`src/csr_consts.vh`:
```
// constants for the charger status register bank
// Notes on behaviour
// status one bit 0 shows port detection done
// optimizer state 0 off,1 run,2 found,3 reserved
// status two bit 2 shows thermal regulation
// status two bit 1 shows data-line detection ongoing
// status two bit 0 shows battery present
// all four registers reset to zero
// status three bit 7 input2 blocking pair fitted
// status three bit 6 input1 blocking pair fitted
// status three bit 5 one-shot conversion complete
// status three bit 4 minimum system rail regulation
// bits 3,2,1 fast, trickle, precharge timer expired
// status four bit 4 battery too low boost
// status four bit 3 thermistor cold
// status four bit 2 thermistor cool
// status four bit 1 thermistor warm
// status four bit 0 thermistor hot
// bits track live; writes change nothing
// reserved bits and encoding never produced
`ifndef CSR_CONSTS_VH
`define CSR_CONSTS_VH
`define CSR_ADDR_W 8
`define CSR_OFS_ONE 8'h1c
`define CSR_OFS_TWO 8'h1d
`define CSR_OFS_THREE 8'h1e
`define CSR_OFS_FOUR 8'h1f
`define CSR_RESET 8'h00
`define CSR_ICO_OFF 2'h0
`define CSR_ICO_RUN 2'h1
`define CSR_ICO_FOUND 2'h2
`define CSR_ICO_RSVD 2'h3
`endif

```
`src/csr_status_bank.v`:
```
// read-only charger status register bank
`timescale 1ns/10ps
`include "csr_consts.vh"
module csr_status_bank (
  // clock and reset
  input wire mclk,
  input wire reset,
  // register port
  input wire regRead,
  input wire regWrite,
  input wire [7:0] regAddr,
  input wire [7:0] regWdata,
  output reg [7:0] regRdata,
  output reg regRvalid,
  // conditions
  input wire portDetectComplete,
  input wire [1:0] optimizerState,
  input wire dieThermalRegulation,
  input wire dataLineDetectActive,
  input wire batteryPresent,
  input wire input2BlockingPairFitted,
  input wire input1BlockingPairFitted,
  input wire adcOneShotMode,
  input wire adcConversionDone,
  input wire forwardMode,
  input wire minSystemRailRegulation,
  input wire fastChargeTimerExpired,
  input wire trickleTimerExpired,
  input wire prechargeTimerExpired,
  input wire batteryTooLowForBoost,
  input wire thermistorCold,
  input wire thermistorCool,
  input wire thermistorWarm,
  input wire thermistorHot
);
  wire [7:0] liveOne;
  wire [7:0] liveTwo;
  wire [7:0] liveThree;
  wire [7:0] liveFour;
  reg [7:0] chargerStatusOne;
  reg [7:0] chargerStatusTwo;
  reg [7:0] chargerStatusThree;
  reg [7:0] chargerStatusFour;
  reg [7:0] next_regRdata;

  csr_status_pack packer (
    .portDetectComplete(portDetectComplete),
    .optimizerState(optimizerState),
    .dieThermalRegulation(dieThermalRegulation),
    .dataLineDetectActive(dataLineDetectActive),
    .batteryPresent(batteryPresent),
    .input2BlockingPairFitted(input2BlockingPairFitted),
    .input1BlockingPairFitted(input1BlockingPairFitted),
    .adcOneShotMode(adcOneShotMode),
    .adcConversionDone(adcConversionDone),
    .forwardMode(forwardMode),
    .minSystemRailRegulation(minSystemRailRegulation),
    .fastChargeTimerExpired(fastChargeTimerExpired),
    .trickleTimerExpired(trickleTimerExpired),
    .prechargeTimerExpired(prechargeTimerExpired),
    .batteryTooLowForBoost(batteryTooLowForBoost),
    .thermistorCold(thermistorCold),
    .thermistorCool(thermistorCool),
    .thermistorWarm(thermistorWarm),
    .thermistorHot(thermistorHot),
    .statusOne(liveOne),
    .statusTwo(liveTwo),
    .statusThree(liveThree),
    .statusFour(liveFour)
  );

  // status refreshed every cycle, writes ignored
  always @(posedge mclk) begin
    if (reset) begin
      chargerStatusOne <= `CSR_RESET;
      chargerStatusTwo <= `CSR_RESET;
      chargerStatusThree <= `CSR_RESET;
      chargerStatusFour <= `CSR_RESET;
    end else begin
      chargerStatusOne <= liveOne;
      chargerStatusTwo <= liveTwo;
      chargerStatusThree <= liveThree;
      chargerStatusFour <= liveFour;
    end
  end

  // read decode, unmapped reads zero
  always @* begin
    case (regAddr)
      `CSR_OFS_ONE: next_regRdata = chargerStatusOne;
      `CSR_OFS_TWO: next_regRdata = chargerStatusTwo;
      `CSR_OFS_THREE: next_regRdata = chargerStatusThree;
      `CSR_OFS_FOUR: next_regRdata = chargerStatusFour;
      default: next_regRdata = `CSR_RESET;
    endcase
  end

  always @(posedge mclk) begin
    if (reset) begin
      regRdata <= `CSR_RESET;
      regRvalid <= 1'b0;
    end else begin
      regRvalid <= regRead & ~regWrite;
      if (regRead & ~regWrite) begin
        regRdata <= next_regRdata;
      end
    end
  end
endmodule

```
`src/csr_status_pack.v`:
```
// packs live condition inputs into the four status bytes
`timescale 1ns/10ps
`include "csr_consts.vh"
module csr_status_pack (
  // conditions
  input wire portDetectComplete,
  input wire [1:0] optimizerState,
  input wire dieThermalRegulation,
  input wire dataLineDetectActive,
  input wire batteryPresent,
  input wire input2BlockingPairFitted,
  input wire input1BlockingPairFitted,
  input wire adcOneShotMode,
  input wire adcConversionDone,
  input wire forwardMode,
  input wire minSystemRailRegulation,
  input wire fastChargeTimerExpired,
  input wire trickleTimerExpired,
  input wire prechargeTimerExpired,
  input wire batteryTooLowForBoost,
  input wire thermistorCold,
  input wire thermistorCool,
  input wire thermistorWarm,
  input wire thermistorHot,
  // packed bytes
  output wire [7:0] statusOne,
  output wire [7:0] statusTwo,
  output wire [7:0] statusThree,
  output wire [7:0] statusFour
);
  wire [1:0] icoSafe;
  // reserved encoding mapped to off
  assign icoSafe = (optimizerState == `CSR_ICO_RSVD) ? `CSR_ICO_OFF : optimizerState;
  // other status one fields lie outside this bank
  assign statusOne = {7'h00, portDetectComplete};
  assign statusTwo = {icoSafe, 3'h0, dieThermalRegulation, dataLineDetectActive,
    batteryPresent};
  assign statusThree = {input2BlockingPairFitted, input1BlockingPairFitted,
    adcOneShotMode & adcConversionDone,
    forwardMode & minSystemRailRegulation,
    fastChargeTimerExpired, trickleTimerExpired, prechargeTimerExpired, 1'b0};
  assign statusFour = {3'h0, batteryTooLowForBoost, thermistorCold, thermistorCool,
    thermistorWarm, thermistorHot};
endmodule
```
`config.mk`:
```
export PLATFORM = sky130hd
export DESIGN_NAME = csr_status_bank
export DESIGN_NICKNAME = d
export VERILOG_FILES = /design/src/csr_status_bank.v /design/src/csr_status_pack.v
export VERILOG_INCLUDE_DIRS = /design/src
export SDC_FILE = /design/constraint.sdc
export NUM_CORES = 1
export LEC_CHECK = 0
export BUFFER_PORTS_ARGS = -buffer_cell sky130_fd_sc_hd__buf_2
export CAP_MARGIN = 20
export CORE_UTILIZATION = 44
export CTS_CLUSTER_SIZE = 8
export DETAILED_ROUTE_END_ITERATION = 12
export PLACE_DENSITY = 0.86
export SYNTH_ARGS = -nofsm -noshare
export SYNTH_HDL_FRONTEND = slang
export SYNTH_SLANG_ARGS = --single-unit
```
`constraint.sdc`:
```
create_clock -name mclk -period 1 [get_ports mclk]
set_input_delay 0.05 -clock mclk [delete_from_list [all_inputs] [get_ports mclk]]
set_output_delay 0.05 -clock mclk [all_outputs]
set_load 0.1 [all_outputs]
```
==> results.md <==
* Residual DRC at 0
* Iter 0 DRT Violations at 10
* Sw Ratio at 23.3%
* Pleak at 0.677 nW
* R2r worst-path depth at 3
* Adder-Cell Fraction of Synth Area at 0%
* Vias in the first global route at 908
* Worst-Margin Slew at 0.399 ns
* WL final at 2.41 mm
* Critical Path AT at 0.90 ns
* Crit path max-delay family: flip-flops
* Internal reg-to-reg setup slack at 0.07 ns
* Sequential Power Share at 60.7%
* Final nets at 197
* Synth Area in Compound Gates at 8.08%
* Critical path depth at 1
* Worst EP required at 0.95 ns
* Largest fanout on the critical path at 2
* TritonRoute pass-1 iters at 4
* Power per cell area at 1160 nW/µm²
* Fin crit share at 95.2%
* Setup TNS at 0 ns
* Num CTS Buffers at 3
* Vias at 932
* Warnings from Yosys at 0
* Final Wtd Congestion at 0.770
* All-layer global routing usage at 20.7%
* Grt ovf at 0
* P&R area growth vs syn at 59.0%
* Post-CTS sizing at 0
* P_int at 1.42 mW
* RSZ-0062 raised after global routing: no
* Initial antenna violation count at 0
* Starting density of the core at 48.8%
* FF+latch count, synth at 27
* Fin. max-slew vios at 0
* IO Count at 49
* Die H at 49.8 µm
* Synth Net Count at 136
* Synth Cell Area at 1010 µm²
* Status: complete, no violations
* CP Cell Sequence: buf_12
* Mean area per synthesized cell at 10.5 µm²
* H-tree levels at 1
* Final hold vios at 0
* CTS Root Buffer Type: clkbuf_4
* Gate Count Post-Synth at 96
* Diode count at 0
* Post-layout min period at 0.952 ns
* Critical Path Source: regRdata[6]
* TritonCTS clock tree: yes
* Critical Path Sink: regRdata[6]
* DIE WIDTH at 49.8 µm
* Worst r2r src: chargerStatusFour[1]
* Clk_lat worst skew at 0.33 ns
* Post-synthesis sequential area ratio at 53.7%
* Psw at 0.432 mW
* Primary FF master, synth: dfxtp_1
* Final setup viols at 0
* Number of port buffers at 40
* Layout Skew at 0.00759 ns
* Worst-path clk slew at 0.14 ns
* Ys async rst share at 0%
* Max Clock Freq at 1.05 GHz
* Rel. slew slack at 73.3%
* CTS Sinks at 27
* First-pass GRT wire length at 3.80 mm
* Buf/Inv on CP at 1
* Most area-consuming cells after synthesis: dfxtp_1, nor2b_1, mux2_2, and3b_1, nand2_1
* Critical-path top delay cell: dfxtp_2
* Worst setup EP type: output pin
* CTS Buffer Depth at 2
* Largest net degree at the start of global routing at 27
* Max incr delay on CP at 0.39 ns
* Critical path class: reg -> out
* Largest family of logic cells by synthesized area: simple AND/OR/NAND/NOR gates
* MaxCap Viol Count at 0
* Critical R2R Capture: regRdata[1]
* Hold/Removal Path Class: in -> reg
* Yosys top cell by area: dfxtp_1
* Fraction of layout cells with a size suffix above 1 at 37.8%
* Placement Cell Area at 1360 µm²
* Unique masters post-synth at 22
* Clock network power share at 24.9%
* Post-synthesis xor/xnor area fraction at 0%
* Core footprint at 2060 µm²
* Combinational Power Share at 14.3%
* Die area at 2480 µm²
* Via-to-Cell Ratio at 5.09
* Worst VDD drop at 0.00101 V
* FP Rows at 16
* Post-synth EDFFs at 0
* Average wire per standard cell at 13.2 µm
* Kind of start point of the critical path: flop
* Post-synthesis mux area share at 5.60%
* Synth Area in Simple Gates at 29.5%
* Non-Filler Cell Area, Final at 1600 µm²
* Antenna Violating Nets Remaining at 0
* Post-synth top area share at 53.7%
-- placed cells by master (no fill, tap or decap), types with 3 or more instances in the layout --
cell type,n
a21oi_1,5
and3b_1,5
buf_12,9
buf_2,31
clkbuf_4,3
dfxtp_1,19
dfxtp_2,8
dlygate4sd3_1,21
mux2_2,5
nand2_1,7
nand3b_1,3
nand4_1,3
nor2_1,3
nor2b_1,16
nor3b_1,3
o21ai_1,3
-- kinds of logic (layout without fill, tap and decap cells) --
kind of cell / count (synthesis) / in the layout
simple gates: 45 / 45
flops: 27 / 27
compound gates: 13 / 13
buf+inv: 6 / 66
mux: 5 / 5
-- metal layers --
layer	global-route usage (%)	share of wire, %	up-vias
met5	0	0	-
met4	10.0	2.4	0
met3	4.94	5.6	8
met2	41.4	53	39
met1	18.8	39	432
li1	-	-	453
-- power by group through the flow --
stage	Combinational [mW]	Sequential (mW)	Clock, mW
after global placement	0.187	1.15	0
after global routing	0.287	1.13	0.496
after CTS	0.259	1.12	0.466
final	0.265	1.12	0.462
after floorplan	0.0967	1.16	0
after detailed placement	0.197	1.15	0
-- cells in the mapped netlist, types with 2 or more instances --
cell	instances
a21oi_1	5
a22oi_1	2
and3b_1	5
clkbuf_1	4
dfxtp_1	27
mux2_2	5
nand2_1	7
nand3b_1	3
nand4_1	3
nor2_1	3
nor2b_1	16
nor3b_1	3
o2111ai_1	2
o21ai_1	3
-- registers in the layout, indices dropped and copies added, names as in the netlist --
name and flops:
regRdata 8, chargerStatusThree 7, chargerStatusFour 5, chargerStatusTwo 5, chargerStatusOne 1, regRvalid 1
-- per-stage QoR --
step,std cells,total power [mW],hold WS [ns],worst slack [ns],util (%)
after floorplan,96,1.25,0.122,0.0410,-
after CTS,183,1.85,0.0604,0.0534,77.5
after detailed placement,158,1.34,0.230,-0.0492,66.0
after global placement,158,1.33,0.222,0.0287,66.0
after global routing,183,1.91,0.0753,0.00517,77.5
final,183,1.85,0.0712,0.0484,77.5
-- timing repair --
action                                 CTS  global route
endpoints found under the hold margin   19             0
hold buffers                            21             0
setup buffers                            0             0
-- area by class of cell --
class / count / area, µm²
fill: 124 / 463
tap: 27 / 33.8
clock buffer: 3 / 22.5
sequential: 27 / 551
clock inverter: 1 / 5.00
timing repair buffer: 62 / 553
multi-input combinational: 63 / 434
-- worst min path at each step --
stage,start,to,slack (ns),cells past startpoint
CTS,regAddr[1],regRdata[5],0.06,3
finish,regAddr[5],regRdata[4],0.07,4
global route,regAddr[6],regRdata[4],0.08,4
detailed placement,optimizerState[0],chargerStatusTwo[7],0.23,2
floorplan,reset,chargerStatusFour[2],0.12,1
global placement,optimizerState[0],chargerStatusTwo[7],0.22,2
No activity file was read; power rests on OpenSTA's default activity.
